===== src/verilog/dapc_defines.svh =====
`ifndef DAPC_DEFINES_SVH
`define DAPC_DEFINES_SVH
// Operation
// - early rise from normal: abort, partial down
// - two early rises in row: full down
// - early rise while partial: full down
// - power-down needs no remaining frame clocks
// - full wake: long dummy, then wait
// - waking hold returns track first edge
// - serial clock times conversion and data
// - select fall samples both, outputs drive
// - track again after fifteenth falling edge
// - select rise ends conversion, outputs float
// - extended frame swaps channel results across outputs
// - float at 32nd fall or rise
// - two zeros, fourteen bits msb first
// - rise before second edge keeps mode
// - rise after tenth edge keeps power
// - two trailing zeros after result
// - result codes span 0 to 16383
`define DAPC_RES_W        14
`define DAPC_CNT_W        6
`define DAPC_WIN_LO       6'h02
`define DAPC_WIN_HI       6'h0A
`define DAPC_TRACK_EDGE   6'h0F
`define DAPC_FRAME_LEN    6'h10
`define DAPC_DUAL_LEN     6'h20
`define DAPC_CODE_MAX     14'h3FFF
`define DAPC_FIFO_DEPTH   16
`define DAPC_FIFO_AW      4
`define DAPC_FIFO_W       28
`endif


===== src/verilog/dapc_pkg.sv =====
`include "dapc_defines.svh"
package dapc_pkg;
	typedef enum logic [2:0]
	{
		DAPC_NORMAL  = 3'b001,
		DAPC_PARTIAL = 3'b010,
		DAPC_FULL    = 3'b100
	} dapc_mode_t;
	typedef struct packed
	{
		logic [`DAPC_RES_W-1:0] res_a;
		logic [`DAPC_RES_W-1:0] res_b;
	} dapc_pair_t;
endpackage


===== src/verilog/dapc_top.sv =====
`include "dapc_defines.svh"
module dapc_top
	import dapc_pkg::*;
(
	// clock and reset
	input  wire logic                   mclk,
	input  wire logic                   rst_n,
	// serial link pins from the host
	input  wire logic                   cs_n,
	input  wire logic                   sclk,
	// serial data pins toward the host
	output logic                        serial_out_a,
	output logic                        serial_out_a_oe,
	output logic                        serial_out_b,
	output logic                        serial_out_b_oe,
	// results from the two converters
	input  wire logic                   conv_valid,
	output logic                        conv_ready,
	input  wire logic [`DAPC_RES_W-1:0] converter_a,
	input  wire logic [`DAPC_RES_W-1:0] converter_b,
	// analog control
	output logic                        sample_hold,
	output logic                        conv_start,
	output logic                        powered,
	output logic                        ref_on,
	output logic [2:0]                  mode
);
	typedef struct packed
	{
		logic [2:0]             cs_sync;
		logic [2:0]             sclk_sync;
		logic                   active;
		logic [`DAPC_CNT_W-1:0] falls;
		logic                   track_pend;
		logic                   wake_pend;
		logic                   hold;
		logic                   valid_frame;
		logic [15:0]            sh_a;
		logic [15:0]            sh_b;
		logic [`DAPC_RES_W-1:0] nxt_a;
		logic [`DAPC_RES_W-1:0] nxt_b;
		logic                   oa;
		logic                   ob;
		logic                   oea;
		logic                   oeb;
		logic                   start;
		logic                   pwr;
		logic                   ref_en;
		dapc_mode_t             mode;
	} dapc_st_t;
	dapc_st_t               s_q;
	dapc_st_t               s_d;
	dapc_pair_t             fifo_out;
	dapc_pair_t             fifo_in;
	dapc_pair_t             head;
	logic                   fifo_valid;
	logic                   pop;
	logic                   cs_fall;
	logic                   cs_rise;
	logic                   sclk_fall;
	logic                   sclk_rise;
	// next power mode at a select rise for a given count of falls
	function automatic dapc_mode_t next_mode(input dapc_mode_t m,
		input logic [`DAPC_CNT_W-1:0] n);
		dapc_mode_t r;
		r = m;
		if (n < `DAPC_WIN_LO)
			r = m;
		else if (n < `DAPC_WIN_HI)
		begin
			if (m == DAPC_NORMAL)
				r = DAPC_PARTIAL;
			else
				r = DAPC_FULL;
		end
		else
			r = DAPC_NORMAL;
		return r;
	endfunction
	// clamp a result into the code range
	function automatic logic [`DAPC_RES_W-1:0] clamp(
		input logic [`DAPC_RES_W-1:0] v);
		return (v > `DAPC_CODE_MAX) ? `DAPC_CODE_MAX : v;
	endfunction
	// shift word: second zero, result msb first, first trailing zero
	function automatic logic [15:0] frame_word(
		input logic [`DAPC_RES_W-1:0] v);
		return {1'b0, v, 1'b0};
	endfunction
	// result buffer between converter and serial engine
	assign fifo_in.res_a = clamp(converter_a);
	assign fifo_in.res_b = clamp(converter_b);
	dapc_fifo #(
		.WIDTH (`DAPC_FIFO_W),
		.DEPTH (`DAPC_FIFO_DEPTH),
		.AW    (`DAPC_FIFO_AW)
	) u_fifo (
		.mclk      (mclk),
		.rst_n     (rst_n),
		.in_valid  (conv_valid),
		.in_ready  (conv_ready),
		.in_data   (fifo_in),
		.out_valid (fifo_valid),
		.out_ready (pop),
		.out_data  (fifo_out)
	);
	// edge detection on the second synchroniser stage onward
	assign cs_fall   = s_q.cs_sync[2] && !s_q.cs_sync[1];
	assign cs_rise   = !s_q.cs_sync[2] && s_q.cs_sync[1];
	assign sclk_fall = s_q.sclk_sync[2] && !s_q.sclk_sync[1];
	assign sclk_rise = !s_q.sclk_sync[2] && s_q.sclk_sync[1];
	assign pop       = cs_fall && fifo_valid;
	// result at the buffer head, zeros when the buffer is empty
	assign head      = fifo_valid ? fifo_out : '0;
	// frame engine and power mode sequencing
	always_comb
	begin
		s_d = s_q;
		s_d.cs_sync   = {s_q.cs_sync[1:0], cs_n};
		s_d.sclk_sync = {s_q.sclk_sync[1:0], sclk};
		s_d.start     = 1'b0;
		if (cs_fall)
		begin
			// sample both channels, drive bus, first zero
			s_d.active      = 1'b1;
			s_d.falls       = '0;
			s_d.hold        = 1'b1;
			s_d.start       = 1'b1;
			s_d.wake_pend   = (s_q.mode != DAPC_NORMAL);
			s_d.valid_frame = fifo_valid;
			s_d.sh_a        = frame_word(head.res_a);
			s_d.sh_b        = frame_word(head.res_b);
			s_d.nxt_a       = head.res_b;
			s_d.nxt_b       = head.res_a;
			s_d.oa          = 1'b0;
			s_d.ob          = 1'b0;
			s_d.oea         = 1'b1;
			s_d.oeb         = 1'b1;
		end
		else if (cs_rise && s_q.active)
		begin
			// end conversion, float, settle mode
			s_d.active     = 1'b0;
			s_d.oea        = 1'b0;
			s_d.oeb        = 1'b0;
			s_d.hold       = 1'b0;
			s_d.track_pend = 1'b0;
			s_d.wake_pend  = 1'b0;
			s_d.mode       = next_mode(s_q.mode, s_q.falls);
		end
		else if (s_q.active)
		begin
			// serial clock paces conversion and shifting
			if (sclk_rise && s_q.wake_pend)
			begin
				s_d.hold      = 1'b0;
				s_d.wake_pend = 1'b0;
			end
			if (sclk_rise && s_q.track_pend)
			begin
				s_d.hold       = 1'b0;
				s_d.track_pend = 1'b0;
			end
			if (sclk_fall)
			begin
				if (s_q.falls != '1)
					s_d.falls = s_q.falls + 1'b1;
				if (s_q.falls + 1'b1 == `DAPC_TRACK_EDGE)
					s_d.track_pend = 1'b1;
				// msb first, then trailing zeros
				s_d.oa   = s_q.sh_a[15];
				s_d.ob   = s_q.sh_b[15];
				s_d.sh_a = {s_q.sh_a[14:0], 1'b0};
				s_d.sh_b = {s_q.sh_b[14:0], 1'b0};
				if (s_q.falls + 1'b1 == `DAPC_FRAME_LEN)
				begin
					// swap channels for single-line readout
					s_d.sh_a = frame_word(s_q.nxt_a);
					s_d.sh_b = frame_word(s_q.nxt_b);
				end
				if (s_q.falls + 1'b1 == `DAPC_DUAL_LEN)
				begin
					s_d.oea = 1'b0;
					s_d.oeb = 1'b0;
				end
			end
		end
		if (!rst_n)
		begin
			s_d.active      = 1'b0;
			s_d.falls       = '0;
			s_d.track_pend  = 1'b0;
			s_d.wake_pend   = 1'b0;
			s_d.hold        = 1'b0;
			s_d.valid_frame = 1'b0;
			s_d.sh_a        = '0;
			s_d.sh_b        = '0;
			s_d.nxt_a       = '0;
			s_d.nxt_b       = '0;
			s_d.oa          = 1'b0;
			s_d.ob          = 1'b0;
			s_d.oea         = 1'b0;
			s_d.oeb         = 1'b0;
			s_d.start       = 1'b0;
			s_d.mode        = DAPC_NORMAL;
			s_d.cs_sync     = 3'h7;
			s_d.sclk_sync   = 3'h7; // link clock idles high: no false edge
		end
		// power flags follow the settled mode
		s_d.pwr    = (s_d.mode == DAPC_NORMAL);
		s_d.ref_en = (s_d.mode != DAPC_FULL);
	end
	// state register
	always_ff @(posedge mclk)
	begin
		s_q <= s_d;
	end
	// outputs straight from state flops
	assign serial_out_a    = s_q.oa;
	assign serial_out_b    = s_q.ob;
	assign serial_out_a_oe = s_q.oea;
	assign serial_out_b_oe = s_q.oeb;
	assign sample_hold     = s_q.hold;
	assign conv_start      = s_q.start;
	assign powered         = s_q.pwr;
	assign ref_on          = s_q.ref_en;
	assign mode            = s_q.mode;
endmodule // dapc_top


===== src/verilog/dapc_fifo.sv =====
`include "dapc_defines.svh"
module dapc_fifo
#(
	parameter int WIDTH = `DAPC_FIFO_W,
	parameter int DEPTH = `DAPC_FIFO_DEPTH,
	parameter int AW    = `DAPC_FIFO_AW
)
(
	// clock and reset
	input  wire logic             mclk,
	input  wire logic             rst_n,
	// fill side
	input  wire logic             in_valid,
	output logic                  in_ready,
	input  wire logic [WIDTH-1:0] in_data,
	// drain side
	output logic                  out_valid,
	input  wire logic             out_ready,
	output logic [WIDTH-1:0]      out_data
);
	typedef struct packed
	{
		logic [DEPTH-1:0][WIDTH-1:0] mem;
		logic [AW-1:0]               wp;
		logic [AW-1:0]               rp;
		logic [AW:0]                 cnt;
	} dapc_fifo_st_t;
	dapc_fifo_st_t s_q;
	dapc_fifo_st_t s_d;
	logic          push;
	logic          pop;
	// honest full and empty from the count
	assign in_ready  = (s_q.cnt != (AW+1)'(DEPTH));
	assign out_valid = (s_q.cnt != '0);
	assign out_data  = s_q.mem[s_q.rp];
	assign push      = in_valid && in_ready;
	assign pop       = out_valid && out_ready;
	// pointer and storage update
	always_comb
	begin
		s_d = s_q;
		if (push)
		begin
			s_d.mem[s_q.wp] = in_data;
			s_d.wp = s_q.wp + 1'b1;
		end
		if (pop)
			s_d.rp = s_q.rp + 1'b1;
		if (push && !pop)
			s_d.cnt = s_q.cnt + 1'b1;
		else if (pop && !push)
			s_d.cnt = s_q.cnt - 1'b1;
		if (!rst_n)
		begin
			s_d.wp  = '0;
			s_d.rp  = '0;
			s_d.cnt = '0;
		end
	end
	// state register
	always_ff @(posedge mclk)
	begin
		s_q <= s_d;
	end
endmodule // dapc_fifo


===== config.mk =====
export PLATFORM = sky130hd
export DESIGN_NAME = dapc_top
export DESIGN_NICKNAME = d
export VERILOG_FILES = /design/src/verilog/dapc_pkg.sv /design/src/verilog/dapc_top.sv /design/src/verilog/dapc_fifo.sv
export VERILOG_INCLUDE_DIRS = /design/src /design/src/verilog
export SDC_FILE = /design/constraint.sdc
export NUM_CORES = 1
export LEC_CHECK = 0
export BUFFER_PORTS_ARGS = -buffer_cell sky130_fd_sc_hd__buf_2
export CAP_MARGIN = 25
export CORE_UTILIZATION = 35
export CTS_CLUSTER_DIAMETER = 60
export CTS_CLUSTER_SIZE = 8
export DETAILED_ROUTE_END_ITERATION = 16
export GPL_ROUTABILITY_DRIVEN = 0
export PLACE_DENSITY = 0.54
export SLEW_MARGIN = 20
export SYNTH_ARGS = -nofsm -noshare
export SYNTH_HDL_FRONTEND = slang
export SYNTH_HIERARCHICAL = 1
export SYNTH_SLANG_ARGS = --single-unit

===== constraint.sdc =====
create_clock -name mclk -period 8.45 [get_ports mclk]
set_input_delay 0.4225 -clock mclk [delete_from_list [all_inputs] [get_ports mclk]]
set_output_delay 0.4225 -clock mclk [all_outputs]
set_load 0.05 [all_outputs]

Word level (Yosys, flattened, before mapping) --
Cells that the tools add are included.
Cells by class: $add $sub $neg 5, magnitude comparators 7, bitwise operators 3, equal/unequal tests 10, reduce and logical (&&, ||, !) cells 38, multiplexer cells 39
Operator list (count):
- 448-bit bitwise mux | 1
- 31-bit 2-to-1 mux | 4
- 28-bit binary-select mux with 4-bit select | 1
- 28-bit demux with 4-bit select | 1
- 28-bit 2-to-1 mux | 3
- 32-bit 2-to-1 mux | 1
- 14-bit greater-than comparator (second input constant) | 2
- 14-bit 2-to-1 mux | 2
- 3-bit 2-to-1 mux | 7
- 7-bit 2-to-1 mux | 2
- 1-bit logical AND | 13
- 6-bit 2-to-1 mux | 2
- 3-bit nonzero test | 4
- 4-bit by 5-bit less-than comparator with 1-bit output (second input constant) | 2
- 2-bit 2-to-1 mux | 5
- 5-bit 2-to-1 mux | 2
- 2-bit nonzero test | 5
- 9-bit 2-to-1 mux | 1
- 3-bit AND reduction | 3
- 4-bit by 1-bit adder with 4-bit output (second input constant) | 2
- 4-bit 2-to-1 mux | 2
- 6-bit by 1-bit adder with 6-bit output (second input constant) | 1
- 3-bit by 1-bit equality test with 1-bit output (second input constant) | 2
- 6-bit by 4-bit equality test with 1-bit output (second input constant) | 1
- 20 further kinds | 33
Storage, ports and cells: bits of input ports 33, output and inout port bits 12, register bits 547

Logic depth before layout (Yosys ltp) --
Gate-level depths: netlist (run 1).
depth in word-level cells 9, mapped depth 13

By module --
Netlist (run 1), hierarchy kept.
Modules (own cells, without submodules):
- dapc_fifo | cells each 793, area an instance 17628.2 um^2, seq. area each 13713.2 um^2, instances 1
- dapc_top | cells each 467, area an instance 3828.7 um^2, seq. area each 1661.6 um^2, instances 1

Worst setup path after synthesis (run 1) --
OpenSTA, ideal clock, no wires.
kind reg-to-reg, from register u_fifo/s_q[0] in the netlist's numbering, to register u_fifo/s_q[41] in the netlist's numbering, enable pin, path buffers 0, setup time 448 ps, stages on the path, launching flop included 5, arrival 2858 ps, slack 5144 ps, cell sequence dfxtp_1 -> nor4_1 -> a21boi_2 -> nand2_1 -> nor3_1
On the way: word-level cells in the longest chain between the ends 2
Ends and longest elaborated chain:
- start, declared | RTL line dapc_fifo.sv:28 | dapc_fifo_st_t s_q;
- start signal, assigned | RTL line dapc_fifo.sv:63 | s_q <= s_d;
- 5-bit inequality test | RTL line dapc_fifo.sv:33 | assign in_ready = (s_q.cnt != (AW+1)'(DEPTH));
- 1-bit logical AND | RTL line dapc_fifo.sv:36 | assign push = in_valid && in_ready;
- net u_fifo.push | RTL line dapc_fifo.sv:30 | logic push;
The timed path passes the listed nets, and every way through them passes these cells. A chain may end at the register's enable or synchronous reset.

==> metrics.txt, run 1 <==
largest net degree at the start of global routing=97; CTS max path bufs=3; Die X=250 um; CP Class=reg2reg; DRC Markers=0; Max-Cap Viols=0; Routed WL per cell=24.4 um; diode count=0; clock root buffer=clkbuf_16; nets@finish=about 1,400; clk_lat worst skew=about 600 ps; TritonCTS sink count=544; largest cells by area after synthesis=edfxtp_1 63%, mux4_2 12%, dfxtp_1 9.0%; xor and xnor area share after synthesis=0.531%; Post-Synth Adder-Cell Area=0.793%; clock skew=23.4 ps; Reg area=15,400 sq um; depth of the most critical reg-to-reg path=6; htree depth=3; Critical Path Sink=s_q[47]$_SDFFE_PN0P_; status=finished clean; r2r endpoint=s_q[47]$_SDFFE_PN0P_; simple-gate share of the synthesized area=around 5.2%; CTS buffer count=slightly below 80; first-pass GRT wire length=78,400 um; routed vias=11,600; Final ANT Viol Nets=0; Worst Path Arrival=3520 ps; dpl cells=2,005; antenna violations before repair=3; syn_nets=1,306; LEAKAGE=7.78 nW; Worst Setup Start Kind=flip-flop; clock-pin slew on the worst setup and hold paths=around 50 ps; post-synthesis mux area share=12.1%; setup TNS=0 ps; final wirelength=52,200 um; largest family of logic cells by synthesized area=multiplexers; Post-Layout Cell Count=2,137; CP bufs+invs=1; post-CTS resize count=0; DRT Pass-1 Iters=6; Final period util=36.1%; die height=about 250 um; share of post-route cells with drive strength above 1=23.2%; required time worst endpoint=8920 ps; distinct cell type count after synthesis=63; Final setup viols=0; Synth warnings=6; CTS tree=built; vias in the first global route=12,000; Tmin final=between 3000 and 4000 ps; share of the synthesized area in the top cell type=62.7%; Setup crit end kind=flip-flop; Layout area overhead=16.1%; Crit path top cell by count=nand2_1; Post-Syn Instances=about 1,300; Slew HR=28.0%; via/cell ratio=between 5 and 6; grt ovf=0; initial drt markers=around 1,000; Max Slew Vio Count=0; Pwr Density=263 nW/um^2; synth cell count leaders=448 x edfxtp_1, 112 x mux4_2, 100 x nand2_1, 96 x dfxtp_1, 71 x clkbuf_1; number of synthesized flops with an enable pin=448; synthesis-stage register bit count=544; final-report hold violation count=0; CP delay by family, top=flip-flops; CP Cell Sequence=buf_4, mux4_2, a22oi_1, nand2_1, nand2_1, a41oi_1; Achievable Freq=328 MHz; most numerous cell in the Yosys netlist=edfxtp_1; I/O pins=45; Worst-Margin Slew=1080 ps; Top FF cell, synth=edfxtp_1; Seq/Total Area, Yosys=71.7%; CP max stage cell=dfxtp_4; Max VDD drop=171 uV; PortBufs=44; Filler Cells Inserted=5,367; Mapped Area=between 20,000 and 25,000 sq um; Synth Area in Compound Gates=7.06%; ys async rst share=0%; worst hold path type=in2reg; critical path depth in cells=6; aggregate global-route resource usage=17.1%; detailed placement HPWL=around 27,000 um; Critical Path Start=u_fifo/s_q[6]$_SDFFE_PN0P_; slowest stage delay, CP=between 900 and 1000 ps; R2R setup slack=5400 ps; Core Region=60,500 sq um; area leader, netlist=edfxtp_1; CP Max Fanout=60; die area=a little over 60,000 sq um; synthesized area per cell=17.0 sq um; RSZ-0062 raised after global routing=no; footprint of the multi-input gates=5640 sq um; Initial Util=35.5%; Worst R2R Start=u_fifo/s_q[6]$_SDFFE_PN0P_; row count=90
[cell usage in the layout (no fill, tap or decap), drive strengths merged, types with 3 or more instances in the layout]
master    n
o21ai    43
dfxtp    96
nand4b    3
clkinv    6
nor3      6
mux4    112
nor2     25
ha       12
nand4    31
buf      77
o211ai   32
mux2i     5
nand2b   14
nand3b    3
a22oi    58
xnor2     9
nand3     9
a21oi    48
and2     13
inv      17
xor2      4
a41oi    26
edfxtp  448
nor2b     6
nand2   100
clkbuf  120
[stage by stage]
stage	setup WS [ps]	instance area, sq um	power [W]	hold WS (ps)	utilization, %
after global placement	5330	22500	0.00369	446	37.2
after CTS	5340	24900	0.00664	2.40	41.1
final	5400	24900	0.00656	189	41.2
after floorplan	5140	21500	0.00353	386	-
after global routing	5200	24900	0.00681	170	41.2
after detailed placement	5360	22600	0.00370	448	37.3
[final cells by class]
| class | count | share of cell area, % |
|---|---|---|
| Clock buffer | 120 | 8.73 |
| Clock inverter | 9 | 0.548 |
| Inverter | 15 | 0.226 |
| Multi-Input combinational cell | 588 | 22.6 |
| Sequential cell | 544 | 61.8 |
| Tap cell | 782 | 3.93 |
| Timing Repair Buffer | 79 | 2.15 |
[metal layers]
| layer | wire [um] | share of wire, % | GRT usage [%] | vias to the layer above |
|---|---|---|---|---|
| li1 | - | - | - | 5111 |
| met1 | 23300 | 45 | 23.0 | 6071 |
| met2 | 24900 | 48 | 27.3 | 322 |
| met3 | 2580 | 4.9 | 3.89 | 91 |
| met4 | 1420 | 2.7 | 5.54 | 6 |
| met5 | 38 | 0.073 | 0 | - |
[flip-flops by register name, indices dropped and copies added (netlist names)]
register and cells:
serial_out_b 1, conv_start 1, s_q 73, powered 1, u_fifo/s_q 461, serial_out_a_oe 1, mode 3, sample_hold 1
ref_on 1, serial_out_a 1
[worst min path at each step]
stage / startpoint / end / slack (ps) / depth (start not counted)
finish: converter_a[3] / u_fifo/s_q[86]$_DFFE_PP_ / 190 / 1
global route: converter_b[1] / u_fifo/s_q[378]$_DFFE_PP_ / 170 / 1
CTS: sclk / s_q[81]$_SDFF_PN1_ / 2 / 2
detailed placement: s_q[17]$_SDFFE_PN0P_ / s_q[17]$_SDFFE_PN0P_ / 450 / 2
global placement: s_q[69]$_SDFFE_PP0P_ / serial_out_a$_SDFFE_PP0P_ / 450 / 2
floorplan: s_q[81]$_SDFF_PN1_ / s_q[82]$_SDFF_PN1_ / 390 / 1
[worst register-to-register path, delay by kind of cell (launching register included)]
| kind | cells | cell delay, ps |
|---|---|---|
| compound gates | 2 | 400 |
| mux | 1 | 430 |
| simple gates | 2 | 270 |
| flops | 1 | 940 |
| buf+inv | 1 | 890 |
[kinds of logic after synthesis]
| family | after synthesis |
|---|---|
| compound gates | 221 |
| xor+xnor | 13 |
| fa+ha+maj | 13 |
| buf+inv | 128 |
| flops | 544 |
| mux | 118 |
| simple gates | 223 |
[timing repair]
item                                   4_1_cts  5_1_grt
hold buffers                                 1        1
setup endpoints to repair                    0        0
setup buffers                                0        0
endpoints found under the hold margin        1        1
[power breakdown]
group | switching (W) | leakage (nW) | internal, W
clock | 0.00113 | 1.11 | 0.00179
sequential | 0.0000576 | 4.83 | 0.00301
combinational | 0.000330 | 1.84 | 0.000236
Note: power is estimated with default switching activity, not from simulation.
==> run 2, diff against run 1 <==
clock period = 3 ns   (was 8.45 ns; I/O delays follow)
==> metrics.txt, run 2 (synthesis gave the netlist of run 1 again) <==
status=finished clean; TritonCTS sink count=544 (unchanged); via/cell ratio=5.41 (-0.36%); grt ovf=0 (unchanged); Core Region=60,500 sq um (unchanged); Final period util=88.3% (+52 points); max reg flops=461 (unchanged); Worst Setup Start Kind=flip-flop; CTS buffer count=78 (-1.3%); CP max stage cell=or4_4; Max-Cap Viols=0 (unchanged); vias in the first global route=12,200 (+2.1%); Worst-Margin Slew=891 ps (-190 ps); PortBufs=44 (unchanged); post-CTS resize count=0 (unchanged); Initial Util=35.5% (unchanged); Post-Layout Cell Count=2,156 (+0.89%); largest net degree at the start of global routing=53 (-45%); CP Cell Sequence=or4_4, o21ai_4, ha_1, inv_1, ha_1, a21oi_1, nand3_1, a21oi_1, mux2i_1; fin util=41.8% (+0.63 points); Routed WL per cell=23.3 um (-4.5%); Max VDD drop=437 uV (+160%); Filler Cells Inserted=5,342 (-0.47%); antenna violations before repair=1 (-2); Layout area overhead=17.8%; die height=250 um (unchanged); Die X=250 um (unchanged); clock root buffer=clkbuf_16; RSZ-0062 raised after global routing=no; Final ANT Viol Nets=0 (unchanged); Max Slew Vio Count=0 (unchanged); detailed placement HPWL=29,400 um (+10%); clock-pin slew on the worst setup and hold paths=50 ps (about the same); DRC Markers=0 (unchanged); CP Class=reg2reg; CP Max Fanout=6 (-90%); Top reg by flops=u_fifo/s_q; row count=90 (unchanged); first-pass GRT wire length=77,100 um (-1.6%); CTS tree=built; Slew HR=40.5% (+13 points); share of post-route cells with drive strength above 1=24.1% (+0.86 points); aggregate global-route resource usage=16.4% (-0.66 points); most common cell after layout, fill and taps aside=edfxtp_1; nets@finish=1,400 (+3.5%); DRT Pass-1 Iters=7 (+1); Tmin final=2650 ps (-401 ps); LEAKAGE=7.94 nW (+2.0%); clock skew=25.4 ps (+2.04 ps); Worst Path Arrival=3200 ps (-320 ps); setup TNS=0 ps (unchanged); Achievable Freq=377 MHz (+15%); worst hold path type=in2reg; CTS max path bufs=3 (unchanged); most frequent cells in the layout=448 x edfxtp_1, 112 x mux4_2, 100 x nand2_1; slowest stage delay, CP=600 ps (-340 ps); final wirelength=50,300 um (-3.6%); required time worst endpoint=3550 ps (-5370 ps); Final setup viols=0 (unchanged); dpl cells=2,026 (+1.0%); clk_lat worst skew=610 ps (about the same); I/O pins=45 (unchanged); Pwr Density=722 nW/um^2 (+170%); initial drt markers=852 (-13%); final-report hold violation count=0 (unchanged); routed vias=11,700 (+0.53%); Setup crit end kind=flip-flop; htree depth=3 (unchanged); die area=62,300 sq um (unchanged)
==> run 2: cell count changes in the layout (fill, tap and decap cells not counted), sizes merged <==
cell	previous run	this run
inv	17	19
buf	77	97
dlygate4sd3	2	30
clkinv	6	3
diode	0	1
clkbuf	120	92
bufinv	1	0
==> run 2: through the flow <==
| step | hold slack, ps | instance area, sq um | total power, W | setup slack, ps |
|---|---|---|---|---|
| after detailed placement | 339 | 22800 | 0.0106 | 379 |
| after floorplan | 251 | 21500 | 0.00994 | 320 |
| after CTS | 52.8 | 25300 | 0.0185 | 374 |
| after global routing | 82.0 | 25300 | 0.0189 | 177 |
| after global placement | 342 | 22800 | 0.0105 | 394 |
| final | 94.9 | 25300 | 0.0182 | 350 |
==> run 2: critical path, delay by kind of cell (launching register included) <==
family          cells  cell delay [ps]
simple gates        2              700
compound gates      3              640
fa+ha+maj           2              590
flops               1              360
mux                 1              190
buf+inv             1              130
==> run 2: metal layers <==
layer  GRT usage [%]  up-vias  wire [um]
li1                -     5193          -
met4            4.73        0        945
met1            23.2     6127      23400
met2            25.7      272      23800
met3            3.32       70       2280
met5          0.0772        -          0
==> run 2: repair_timing <==
action | 4_1_cts | 5_1_grt
hold endpoints to repair | 450 | 0
hold buffers | 30 | 0
buffers inserted | 0 | 0
setup endpoints to repair | 0 | 0
==> run 2: power breakdown <==
group / switching (W) / internal (W) / total, W
Combinational: 0.00105 / 0.000748 / 0.00180
Clock: 0.00307 / 0.00473 / 0.00781
Sequential: 0.000142 / 0.00849 / 0.00863
==> run 2: area by class of cell <==
type                       count  area (sq um)  share of cell area (%)
multi-input combinational    588          5660                    22.4
clock inverter                 7          98.8                   0.391
tap                          782           978                    3.87
sequential                   544         15400                    60.8
inverter                      15          56.3                   0.223
antenna                        1          2.50                 0.00990
clock buffer                  92          2040                    8.05
timing repair buffer         127          1060                    4.21
==> run 2: worst paths after layout <==
| kind | start | to | slack (ps) | depth (start not counted) |
|---|---|---|---|---|
| worst max-delay path | u_fifo/s_q[0]$_SDFFE_PN0P_ | u_fifo/s_q[4]$_SDFFE_PN0P_ | 350 | 9 |
| worst min-delay path | rst_n | ref_on$_DFF_P_ | 90 | 2 |
| worst max register to register | u_fifo/s_q[0]$_SDFFE_PN0P_ | u_fifo/s_q[4]$_SDFFE_PN0P_ | 350 | 9 |
| worst min register to register | s_q[81]$_SDFF_PN1_ | s_q[82]$_SDFF_PN1_ | 410 | 1 |
